$ cat src/wdt_pkg.sv
// constants, register map and field layout of the watchdog timer
package wdt_pkg;

  // ************************************************
  // bus and register geometry
  // ************************************************
  localparam int APB_AW = 8;
  localparam int APB_DW = 32;
  localparam int REG_W = 8;
  localparam logic [APB_AW-1:0] OFS_WDC = 8'h00;
  localparam logic [APB_AW-1:0] OFS_CKC = 8'h04;
  localparam logic [APB_AW-1:0] OFS_EIE = 8'h08;
  localparam logic [APB_AW-1:0] OFS_GIE = 8'h0C;
  localparam logic [APB_AW-1:0] OFS_TA = 8'h10;
  localparam logic [APB_AW-1:0] OFS_STS = 8'h14;

  // ************************************************
  // field positions
  // ************************************************
  localparam int WDC_RESTART = 0;
  localparam int WDC_REN = 1;
  localparam int WDC_CAUSE = 2;
  localparam int WDC_TOF = 3;
  localparam int CKC_SEL_HI = 7;
  localparam int CKC_SEL_LO = 6;
  localparam int EIE_WDT = 5;
  localparam int GIE_BIT = 7;
  localparam int STS_GRACE = 0;
  localparam int STS_SYSRST = 1;
  localparam int STS_TA = 2;
  localparam logic [1:0] SEL_RESET = 2'h0;

  // ************************************************
  // timing counts in clocks
  // ************************************************
  localparam int CNT_W = 21;
  localparam int unsigned IVL_00 = 4096;
  localparam int unsigned IVL_01 = 32768;
  localparam int unsigned IVL_10 = 262144;
  localparam int unsigned IVL_11 = 2097152;
  localparam int GRACE_CLKS = 512;
  localparam int GRACE_W = 9;
  localparam logic [GRACE_W-1:0] GRACE_LAST = GRACE_W'(GRACE_CLKS - 1);
  localparam int MC_CLKS = 4;
  localparam int SYSRST_CLKS = 2 * MC_CLKS;
  localparam int RST_W = 3;
  localparam logic [RST_W-1:0] RST_LAST = RST_W'(SYSRST_CLKS - 1);

  // ************************************************
  // timed access unlock
  // ************************************************
  localparam logic [REG_W-1:0] TA_KEY1 = 8'hAA;
  localparam logic [REG_W-1:0] TA_KEY2 = 8'h55;
  localparam int TA_W = 4;
  localparam logic [TA_W-1:0] TA_WINDOW_CLKS = 4'h8;

  typedef enum logic [1:0] {ST_COUNT, ST_GRACE, ST_SYSRST} wdt_state_t;

  // last count value of the selected interval
  function automatic logic [CNT_W-1:0] wdt_terminal(input logic [1:0] sel);
    logic [CNT_W-1:0] t;
    t = CNT_W'(IVL_00 - 1);
    unique case (sel)
      2'h0: t = CNT_W'(IVL_00 - 1);
      2'h1: t = CNT_W'(IVL_01 - 1);
      2'h2: t = CNT_W'(IVL_10 - 1);
      2'h3: t = CNT_W'(IVL_11 - 1);
    endcase
    return t;
  endfunction : wdt_terminal

endpackage : wdt_pkg

$ cat src/wdt_divider.sv
// divider chain of the watchdog with a selectable time-out tap
`timescale 1ns/1ps
`default_nettype none
module wdt_divider
  import wdt_pkg::*;
(
  // clock and reset
  input wire logic pclk,
  input wire logic presetn,
  // control
  input wire logic clear,
  input wire logic [1:0] sel,
  // state
  output logic [CNT_W-1:0] count,
  output logic tick
);

  logic [CNT_W-1:0] count_reg;
  logic [CNT_W-1:0] count_next;

  // tick on the last count of the interval; wrap keeps it periodic
  assign tick = !clear && (count_reg == wdt_terminal(sel));
  assign count_next = (clear || tick) ? '0 : count_reg + 1'b1;
  assign count = count_reg;

  // free-running count, no enable
  always_ff @(posedge pclk or negedge presetn) begin
    if (!presetn) begin
      count_reg <= '0;
    end else begin
      count_reg <= count_next;
    end
  end

endmodule : wdt_divider
`default_nettype wire

$ cat src/wdt_top.sv
// watchdog timer with apb register access
//
// The placing of the registers and the APB register port are this design's own decisions.
`timescale 1ns/1ps
`default_nettype none
module wdt_top
  import wdt_pkg::*;
(
  // clock and reset
  input wire logic pclk,
  input wire logic presetn,
  // apb slave
  input wire logic psel,
  input wire logic penable,
  input wire logic pwrite,
  input wire logic [APB_AW-1:0] paddr,
  input wire logic [APB_DW-1:0] pwdata,
  output logic [APB_DW-1:0] prdata,
  output logic pready,
  output logic pslverr,
  // system side
  input wire logic pfail_rst,
  output logic sys_rst_out,
  output logic wdt_irq
);

  // ************************************************
  // declarations
  // ************************************************
  logic pfail_meta_reg, pfail_sync_reg;
  logic acc_wr, setup_rd, addr_ok, prot_wr;
  logic hit_wdc, hit_ckc, hit_eie, hit_gie, hit_ta, hit_sts;
  logic wr_wdc, wr_ckc, wr_eie, wr_gie;
  logic ta_open, ta_key1, ta_key2;
  logic ta_armed_reg, ta_armed_next;
  logic [TA_W-1:0] ta_win_reg, ta_win_next;
  logic rst_en_reg, rst_en_next;
  logic toflag_reg, toflag_next;
  logic cause_reg, cause_next;
  logic restart_reg, restart_next;
  logic [1:0] sel_reg, sel_next;
  logic eie_reg, eie_next;
  logic gie_reg, gie_next;
  logic hard_clr, wd_rst, enter_rst, div_clear, tick;
  logic [CNT_W-1:0] div_count;
  wdt_state_t state_reg, state_next;
  logic [GRACE_W-1:0] grace_reg, grace_next;
  logic [RST_W-1:0] rcnt_reg, rcnt_next;
  logic [REG_W-1:0] wdc_rd, ckc_rd, eie_rd, gie_rd, sts_rd, rd_byte;
  logic [APB_DW-1:0] prdata_reg;

  // ************************************************
  // power-fail pin
  // ************************************************

  // two-stage synchroniser; only the second stage is used
  always_ff @(posedge pclk or negedge presetn) begin
    if (!presetn) begin
      pfail_meta_reg <= 1'b0;
      pfail_sync_reg <= 1'b0;
    end else begin
      pfail_meta_reg <= pfail_rst;
      pfail_sync_reg <= pfail_meta_reg;
    end
  end

  // power-fail clears the watchdog like power-on but keeps interval select, interrupt enables and the timed access unlock state
  assign hard_clr = pfail_sync_reg;

  // ************************************************
  // apb decode
  // ************************************************

  // writes land in the access phase, reads latch in setup
  assign acc_wr = psel && penable && pwrite;
  assign setup_rd = psel && !penable && !pwrite;
  assign hit_wdc = (paddr == OFS_WDC);
  assign hit_ckc = (paddr == OFS_CKC);
  assign hit_eie = (paddr == OFS_EIE);
  assign hit_gie = (paddr == OFS_GIE);
  assign hit_ta = (paddr == OFS_TA);
  assign hit_sts = (paddr == OFS_STS);
  assign addr_ok = hit_wdc | hit_ckc | hit_eie | hit_gie | hit_ta | hit_sts;
  assign wr_wdc = acc_wr && hit_wdc;
  assign wr_ckc = acc_wr && hit_ckc;
  assign wr_eie = acc_wr && hit_eie;
  assign wr_gie = acc_wr && hit_gie;

  // zero wait states; unmapped addresses answer with an error
  assign pready = 1'b1;
  assign pslverr = psel && penable && !addr_ok;

  // ************************************************
  // timed access unlock
  // ************************************************

  // first key arms, second key opens the window
  assign ta_key1 = acc_wr && hit_ta && (pwdata[REG_W-1:0] == TA_KEY1);
  assign ta_key2 = acc_wr && hit_ta && ta_armed_reg
                   && (pwdata[REG_W-1:0] == TA_KEY2);
  assign ta_armed_next = ta_key1 ? 1'b1
                       : (acc_wr && hit_ta) ? 1'b0
                       : ta_armed_reg;
  assign ta_open = (ta_win_reg != '0);

  // the window closes after one protected write or on timeout,
  // so a runaway loop cannot reuse a stale unlock
  assign ta_win_next = ta_key2 ? TA_WINDOW_CLKS
                     : prot_wr ? '0
                     : ta_open ? ta_win_reg - 1'b1
                     : ta_win_reg;
  assign prot_wr = wr_wdc && ta_open;

  // unlock state
  always_ff @(posedge pclk or negedge presetn) begin
    if (!presetn) begin
      ta_armed_reg <= 1'b0;
      ta_win_reg <= '0;
    end else begin
      ta_armed_reg <= ta_armed_next;
      ta_win_reg <= ta_win_next;
    end
  end

  // ************************************************
  // control and flag registers
  // ************************************************

  // reset enable is dropped only by power-fail or a protected write, not by own reset
  assign rst_en_next = hard_clr ? 1'b0
                     : prot_wr ? pwdata[WDC_REN]
                     : rst_en_reg;

  // hardware set beats a software clear in the same cycle
  assign toflag_next = (hard_clr || wd_rst) ? 1'b0
                     : tick ? 1'b1
                     : prot_wr ? pwdata[WDC_TOF]
                     : toflag_reg;

  // cause flag: plain write, set on reset entry only
  assign cause_next = hard_clr ? 1'b0
                    : enter_rst ? 1'b1
                    : wr_wdc ? pwdata[WDC_CAUSE]
                    : cause_reg;

  // restart reads back as one for a single cycle
  assign restart_next = prot_wr && pwdata[WDC_RESTART]
                        && !hard_clr;

  // interval select and interrupt enables
  assign sel_next = wr_ckc ? pwdata[CKC_SEL_HI:CKC_SEL_LO]
                  : sel_reg;
  assign eie_next = wr_eie ? pwdata[EIE_WDT] : eie_reg;
  assign gie_next = wr_gie ? pwdata[GIE_BIT] : gie_reg;

  // register bank
  always_ff @(posedge pclk or negedge presetn) begin
    if (!presetn) begin
      rst_en_reg <= 1'b0;
      toflag_reg <= 1'b0;
      cause_reg <= 1'b0;
      restart_reg <= 1'b0;
      sel_reg <= SEL_RESET;
      eie_reg <= 1'b0;
      gie_reg <= 1'b0;
    end else begin
      rst_en_reg <= rst_en_next;
      toflag_reg <= toflag_next;
      cause_reg <= cause_next;
      restart_reg <= restart_next;
      sel_reg <= sel_next;
      eie_reg <= eie_next;
      gie_reg <= gie_next;
    end
  end

  // ************************************************
  // divider and time-out sequence
  // ************************************************

  // restart, own reset and power-fail all restart the divider
  assign div_clear = restart_reg || wd_rst || hard_clr;

  wdt_divider u_div (
    .pclk(pclk),
    .presetn(presetn),
    .clear(div_clear),
    .sel(sel_reg),
    .count(div_count),
    .tick(tick)
  );

  // count, grace window, then system reset if enabled
  always_comb begin
    state_next = state_reg;
    grace_next = grace_reg;
    rcnt_next = rcnt_reg;
    unique case (state_reg)
      ST_COUNT: begin
        if (tick) begin
          state_next = ST_GRACE;
          grace_next = '0;
        end
      end
      ST_GRACE: begin
        grace_next = grace_reg + 1'b1;
        if (restart_reg) begin
          state_next = ST_COUNT;
        end else if (grace_reg == GRACE_LAST) begin
          if (rst_en_reg) begin
            state_next = ST_SYSRST;
            rcnt_next = '0;
          end else begin
            state_next = ST_COUNT;
          end
        end
      end
      ST_SYSRST: begin
        rcnt_next = rcnt_reg + 1'b1;
        if (rcnt_reg == RST_LAST) begin
          state_next = ST_COUNT;
        end
      end
      default: state_next = ST_COUNT; // unused code falls back to counting
    endcase
    if (hard_clr) begin
      state_next = ST_COUNT;
    end
  end

  // sequence state
  always_ff @(posedge pclk or negedge presetn) begin
    if (!presetn) begin
      state_reg <= ST_COUNT;
      grace_reg <= '0;
      rcnt_reg <= '0;
    end else begin
      state_reg <= state_next;
      grace_reg <= grace_next;
      rcnt_reg <= rcnt_next;
    end
  end

  // reset and interrupt are gated independently
  assign enter_rst = (state_reg == ST_GRACE) && (state_next == ST_SYSRST);
  assign wd_rst = (state_reg == ST_SYSRST);
  assign sys_rst_out = wd_rst;
  assign wdt_irq = toflag_reg && eie_reg && gie_reg;

  // ************************************************
  // read path
  // ************************************************

  // pack fields; unused bits read zero
  always_comb begin
    wdc_rd = '0;
    ckc_rd = '0;
    eie_rd = '0;
    gie_rd = '0;
    sts_rd = '0;
    wdc_rd[WDC_RESTART] = restart_reg;
    wdc_rd[WDC_REN] = rst_en_reg;
    wdc_rd[WDC_CAUSE] = cause_reg;
    wdc_rd[WDC_TOF] = toflag_reg;
    ckc_rd[CKC_SEL_HI:CKC_SEL_LO] = sel_reg;
    eie_rd[EIE_WDT] = eie_reg;
    gie_rd[GIE_BIT] = gie_reg;
    sts_rd[STS_GRACE] = (state_reg == ST_GRACE);
    sts_rd[STS_SYSRST] = wd_rst;
    sts_rd[STS_TA] = ta_open;
  end

  // key register reads zero so keys never leak back
  assign rd_byte = hit_wdc ? wdc_rd
                 : hit_ckc ? ckc_rd
                 : hit_eie ? eie_rd
                 : hit_gie ? gie_rd
                 : hit_sts ? sts_rd
                 : '0;

  // read data captured in setup, stable through access
  always_ff @(posedge pclk or negedge presetn) begin
    if (!presetn) begin
      prdata_reg <= '0;
    end else if (setup_rd) begin
      prdata_reg <= {{(APB_DW-REG_W){1'b0}}, rd_byte};
    end
  end

  assign prdata = prdata_reg;
endmodule : wdt_top
`default_nettype wire

$ cat config.mk
export PLATFORM = sky130hd
export DESIGN_NAME = wdt_top
export DESIGN_NICKNAME = d
export VERILOG_FILES = /design/src/wdt_pkg.sv /design/src/wdt_divider.sv /design/src/wdt_top.sv
export SDC_FILE = /design/constraint.sdc
export NUM_CORES = 1
export LEC_CHECK = 0
export BUFFER_PORTS_ARGS = -buffer_cell sky130_fd_sc_hd__buf_2
export CORE_ASPECT_RATIO = 1.2
export CORE_MARGIN = 4
export CORE_UTILIZATION = 53
export CTS_CLUSTER_SIZE = 40
export DETAILED_ROUTE_END_ITERATION = 8
export PLACE_DENSITY = 0.84
export SKIP_LAST_GASP = 1
export SYNTH_ARGS = -nofsm -noshare
export SYNTH_HDL_FRONTEND = slang
export SYNTH_SLANG_ARGS = --single-unit
$ cat constraint.sdc
create_clock -name pclk -period 2.24 [get_ports pclk]
set_clock_uncertainty 0.15 [all_clocks]
set_input_delay 0 -clock pclk [delete_from_list [all_inputs] [get_ports pclk]]
set_output_delay 0 -clock pclk [all_outputs]
set_load 0.05 [all_outputs]
==> results.md, run 1 <==
* Post-route DRC at 0
* RSZ-0062 raised after global routing: yes
* Crit path largest cell delay at 0.61 ns
* Pwr dens at 626 nW/um2
* Top post-synthesis cells by area: dfrtp_1 (46%), buf_4 (6.2%), nor2_1 (4.4%)
* Vias/cell at 5.36
* Root buffer cell: clkbuf_8
* Worst Hold Class: in -> reg
* Final setup fails at 0
* ANT cells at 0
* Buffers on Ports at 31
* CTS clk-pin slew, worst paths at approximately 0.070 ns
* Reg2reg path depth at 6
* Top cell type's share of synthesized area at a little under half
* Minimum clock period at 2.19 ns
* Largest delay contributor family on the critical path: buffers and inverters
* CP arrival at ~2.3 ns
* # rows at 30
* Number of flops mapped to enable cells by yosys at 0
* Fin crit share at 97.6%
* Post-Layout Cell Count at 475
* Fmax at roughly 0.46 GHz
* Worst-Skew Late Latency at 0.34 ns
* Routability-driven placement congestion ratio at 0.804
* Final WL at 6840 um
* Post-synth cell types at 44
* Critical path, cell by cell: dlygate4sd3_1 -> buf_2 -> or3_1 -> nor4_2 -> nand2_1 -> dlygate4sd3_1 -> o31ai_1
* Fin nets at about 450
* CTS tree: built
* Synthesized instance count at 332
* TritonCTS buffer count at 9
* Iteration count of the initial detailed-routing pass at 4
* WL/cell at between 10 and 15 um
* Setup crit start kind: primary input
* Clock sink count at 57
* Normalized max-slew margin at 52.4%
* Vias post-DR at 2548
* Final WS setup at roughly 0.054 ns
* Die ar. at 7200 um2
* Synth Flop Type: dfrtp_1
* Ys Warns at 0
* Largest register FFs at 21
* Fin area at 3680 um2
* Initial antenna violation count at 0
* Sequential element share of the synthesized area at between 40% and 50%
* Status: finished, final reports clean
* Utilization after layout at 64.5%
* Total core area at 5710 um2
* Placed Instance Area at 3310 um2
* Critical path type: in -> reg
* CP Capture Type: flop
* Die X at 78.1 um
* Maximum clock insertion buffer count at 2
* Pwr Total at 2.30 mW
* Setup TNS at 0 ns
* Pin count of the biggest net entering global routing at 58
* Maxcap violations at 0
* Inst Count DP at roughly 440
* Mapped cell area at ~3100 um2
* Req. time, crit path at around 2.3 ns
* Post-synth top cells: dfrtp_1 (57), nor2_1 (37), nand2_1 (34)
* CP most frequent cell: dlygate4sd3_1
* Worst-path maximum fanout at 3
* Vias in the first global route at approximately 2600
* Hold depth at 5
* CP bufs+invs at 3
* Share of cells above drive strength 1 at 17.2%
* GR Overflow Total at 0
* Total GRT Usage at 20.5%
* Dpl ws at 0.0740 ns
* # IOs at 82
* Pleak at 1.70 nW
* Critical path depth in cells at 7
* Max VDD drop at 0.000396 V
* H-tree depth at 3
* DP HPWL at 4560 um
* Synth area leader: dfrtp_1
* Cell with the most instances after synthesis: dfrtp_1
* Max-slew violation count at 0
* First-pass GRT wire length at 11700 um
* Routed Antenna Nets at 0
* Final Hold Viols at 0
* Ys async rst share at 100%
* Slew @ Worst Pin at just over 0.7 ns
* DRT iter0 DRCs at approximately 180
* Yosys reg bits at 57
* WHS at roughly 0.074 ns
* DIE HEIGHT at slightly above 90 um
* Layout Area Growth over Synthesis at 17.7%
* Slowest CP cell: dlygate4sd3_1
* Initial core utilization at 54.8%
* Avg Inst Size Synth at 9.42 um2
* Postcts setup bufs at 0
routing by layer:
metal	part of all wire, %	vias up	global-route usage [%]
met3	4.4	18	5.40
li1	-	1219	-
met1	40	1244	22.8
met4	2.5	0	10.5
met5	0	-	0
met2	53	67	35.6
cells in the final DEF (no fill, tap or decap), drive strengths merged, types with 2 or more instances in the layout:
| cell | instances |
|---|---|
| o21ai | 15 |
| mux2i | 6 |
| inv | 9 |
| nor4bb | 3 |
| or3 | 10 |
| buf | 41 |
| xnor2 | 7 |
| nor2b | 5 |
| nand2 | 34 |
| clkbuf | 12 |
| nand3 | 12 |
| conb | 26 |
| nor2 | 37 |
| a22o | 2 |
| mux2 | 5 |
| and3 | 6 |
| nand2b | 2 |
| a21oi | 15 |
| dfrtp | 57 |
| nand4 | 8 |
| xor2 | 13 |
| ha | 7 |
| or2 | 2 |
| nor3 | 15 |
| nor3b | 2 |
| dlygate4sd3 | 21 |
| a211oi | 2 |
| nor4 | 7 |
path summary, 6_finish.rpt:
path | start | to | slack (ns)
setup / recovery | paddr[6] | prdata[7]$_DFFE_PN0P_ | 0.05
hold / removal | paddr[0] | ta_win_reg[3]$_DFFE_PN0P_ | 0.07
setup reg to reg | u_div.count[1]$_DFF_PN0_ | u_div.count[14]$_DFF_PN0_ | 0.07
hold reg to reg | pfail_meta_reg$_DFF_PN0_ | hard_clr$_DFF_PN0_ | 0.20
max in group asynchronous | presetn | u_div.count[19]$_DFF_PN0_ | 1.28
min in group asynchronous | presetn | u_div.count[7]$_DFF_PN0_ | 0.18
power breakdown:
| group | internal, mW | switching [mW] | total [mW] |
|---|---|---|---|
| registers | 1.08 | 0.0411 | 1.12 |
| clock network | 0.411 | 0.373 | 0.784 |
| logic | 0.140 | 0.261 | 0.402 |
| total | 1.63 | 0.675 | 2.30 |
cell families after synthesis:
family          after synthesis  synth area share, %
simple gates                150                 25.7
flops                        57                 45.6
buf+inv                      45                 8.80
compound gates               40                 7.52
xor+xnor                     20                 5.60
mux                          11                 3.72
fa+ha+maj                     7                 2.80
other cells                   2                0.240
tightest hold or removal path, stage by stage:
cell and delay [ns]:
buf_2 0.09, nor3_2 0.05, nand3_1 0.08, or3_1 0.19, o22ai_1 0.10
cell type report:
| cell class | count | area, um2 |
|---|---|---|
| Clock inverter | 1 | 5.00 |
| Multi-Input combinational cell | 254 | 1530 |
| Clock buffer | 12 | 145 |
| Tap cell | 80 | 100 |
| Fill cell | 472 | 2030 |
| Timing Repair Buffer | 62 | 440 |
| Inverter | 9 | 33.8 |
| Sequential cell | 57 | 1430 |
timing repair:
action | 4_1_cts | 5_1_grt
resized for setup | 0 | 3
hold buffers | 21 | 0
endpoints found under the setup margin | 0 | 7
endpoints found under the hold margin | 74 | 0
Note: power is estimated with default switching activity, not from simulation.
==> inputs of run 2 (changes only) <==
--- a/config.mk
+++ b/config.mk
@@ -12,5 +12,5 @@
 export CTS_CLUSTER_SIZE = 40
 export DETAILED_ROUTE_END_ITERATION = 8
-export PLACE_DENSITY = 0.84
+export PLACE_DENSITY = 0.89
 export SKIP_LAST_GASP = 1
 export SYNTH_ARGS = -nofsm -noshare
--- a/constraint.sdc
+++ b/constraint.sdc
@@ -3,3 +3,3 @@
 set_input_delay 0 -clock pclk [delete_from_list [all_inputs] [get_ports pclk]]
 set_output_delay 0 -clock pclk [all_outputs]
-set_load 0.05 [all_outputs]
+set_load 0.1 [all_outputs]
==> run 2 against run 1 <==
First-iteration DRC count is 4.9% higher; sequential cell count is the same; maximum frequency increased by 1.2%; worst setup slack improved by 0.026 ns; combinational power up 25%; sequential share of layout area down 0.46 points; clock power increased by 30%; critical path type is now reg -> reg; critical endpoint is now toflag_reg$_DFFE_PN0P_.
==> results.md, run 2 (same netlist as run 1, synthesis figures left out) <==
* Inst Count DP at 439 (-0.45%)
* Commonest non-fill, non-tap cell in the layout: dfrtp_1
* WL/cell at 14.4 um (about the same)
* Buffers on Ports at 31 (unchanged)
* DRT iter0 DRCs at 191 (+4.9%)
* Share of cells above drive strength 1 at 17.9% (+0.71 points)
* Pwr dens at 710 nW/um2 (+13%)
* # IOs at 82 (unchanged)
* Post-Layout Cell Count at 476 (+0.21%)
* Die X at 78.1 um (unchanged)
* GR Overflow Total at 0 (unchanged)
* Fin crit share at 96.4% (-1.1 points)
* Final Hold Viols at 0 (unchanged)
* DIE HEIGHT at 92.1 um (unchanged)
* Max VDD drop at 0.000411 V (+3.7%)
* Routed Antenna Nets at 0 (unchanged)
* Fin nets at 444 (-0.45%)
* DP HPWL at 4580 um (+0.39%)
* Largest register FFs at 21 (unchanged)
* Initial antenna violation count at 0 (unchanged)
* Worst Hold Class: in -> reg
* Max-slew violation count at 0 (unchanged)
* Status: finished, final reports clean
* Slew @ Worst Pin at 0.609 ns (-0.104 ns)
* CP Capture Type: flop
* CP arrival at 2.27 ns (about the same)
* First-pass GRT wire length at 11400 um (-1.8%)
* Pleak at 1.73 nW (+1.7%)
* # rows at 30 (unchanged)
* Critical path type: reg -> reg
* Root buffer cell: clkbuf_8
* Worst-path maximum fanout at 12 (+9)
* Fmax at 0.463 GHz (+1.2%)
* Minimum clock period at 2.16 ns (-0.0257 ns)
* Post-route DRC at 0 (unchanged)
* Pin count of the biggest net entering global routing at 57 (-1.7%)
* H-tree depth at 3 (unchanged)
* Vias/cell at 5.40 (+0.73%)
* Initial core utilization at 54.8% (unchanged)
* Total GRT Usage at 20.3% (-0.18 points)
* Routability-driven placement congestion ratio at 0.942 (+17%)
* Most frequent cells in the layout: dfrtp_1 (57), nor2_1 (36), nand2_1 (34), buf_2 (31), conb_1 (26)
* Final setup fails at 0 (unchanged)
* ANT cells at 0 (unchanged)
* TritonCTS buffer count at 9 (unchanged)
* RSZ-0062 raised after global routing: yes
* CTS clk-pin slew, worst paths at 0.07 ns (about the same)
* Maxcap violations at 0 (unchanged)
* Pwr Total at 2.64 mW (+15%)
* Normalized max-slew margin at 59.3% (+6.9 points)
* Maximum clock insertion buffer count at 2 (unchanged)
* Setup crit start kind: flop
* Worst-Skew Late Latency at 0.35 ns (about the same)
* Final WL at 6850 um (+0.23%)
* Clock sink count at 57 (unchanged)
* Vias in the first global route at 2559 (-1.8%)
* Die ar. at 7200 um2 (unchanged)
* Req. time, crit path at 2.35 ns (about the same)
* CTS tree: built
* Vias post-DR at 2572 (+0.94%)
* Iteration count of the initial detailed-routing pass at 5 (+1)
* Total core area at 5710 um2 (unchanged)
* Layout Area Growth over Synthesis at 19.1%
[run 2: cell count changes in the layout (fill, tap and decap cells not counted), sizes merged]
cell | before | now
clkinvlp | 0 | 1
clkbuf | 12 | 10
bufinv | 0 | 2
dlygate4sd3 | 21 | 19
clkinv | 1 | 3
[run 2: worst max-delay path, stage by stage, from the launching register on]
cell	delay, ns
dfrtp_1	0.40
ha_1	0.23
nand4_1	0.16
or4_4	0.54
or3_1	0.37
a211oi_1	0.22
[run 2: layout make-up]
type                       count  area, um2
clock inverter                 6       82.6
clock buffer                  10        128
multi-input combinational    254       1520
inverter                       9       33.8
tap                           80        100
sequential                    57       1430
timing repair buffer          60        433
fill                         438       1980
[run 2: routing by layer]
layer	wire, um	part of all wire (%)	track usage (%)	vias to the layer above
met3	390	5.7	5.80	21
li1	-	-	-	1214
met1	2670	39	22.3	1249
met2	3570	52	35.6	88
met5	0	0	0	-
met4	218	3.2	9.77	0
[run 2: what timing repair did]
item | 4_1_cts | 5_1_grt
setup endpoints to repair | 0 | 22
endpoints found under the hold margin | 74 | 0
hold buffers | 19 | 0
resized for setup | 0 | 2
buffers inserted | 0 | 2
[run 2: report_power, final]
group / switching [mW] / total (mW) / internal, mW
combinational: 0.360 / 0.502 / 0.142
clock: 0.405 / 1.02 / 0.619
sequential: 0.0407 / 1.12 / 1.08
[run 2: worst paths after layout]
path,depth (start not counted),start,slack (ns),to
max,5,u_div.count[1]$_DFF_PN0_,0.08,toflag_reg$_DFFE_PN0P_
max in group asynchronous,3,presetn,1.45,pfail_meta_reg$_DFF_PN0_
max reg2reg,5,u_div.count[1]$_DFF_PN0_,0.08,toflag_reg$_DFFE_PN0P_
min reg2reg,0,pfail_meta_reg$_DFF_PN0_,0.20,hard_clr$_DFF_PN0_
min in group asynchronous,3,presetn,0.03,u_div.count[8]$_DFF_PN0_
min,5,penable,0.02,prdata[6]$_DFFE_PN0P_
[run 2: metrics by stage]
| stage | TNS (ns) | area [um2] | setup WS (ns) | hold WS (ns) | util, % |
|---|---|---|---|---|---|
| after floorplan | 0 | 3220 | 0.0343 | -0.446 | - |
| after global placement | 0 | 3300 | 0.168 | -0.351 | 57.9 |
| after detailed placement | 0 | 3300 | 0.102 | -0.350 | 57.9 |
| after CTS | 0 | 3700 | 0.0513 | 0.0231 | 64.9 |
| after global routing | -0.690 | 3720 | -0.0702 | 0.0346 | 65.3 |
| final | 0 | 3720 | 0.0796 | 0.0239 | 65.3 |
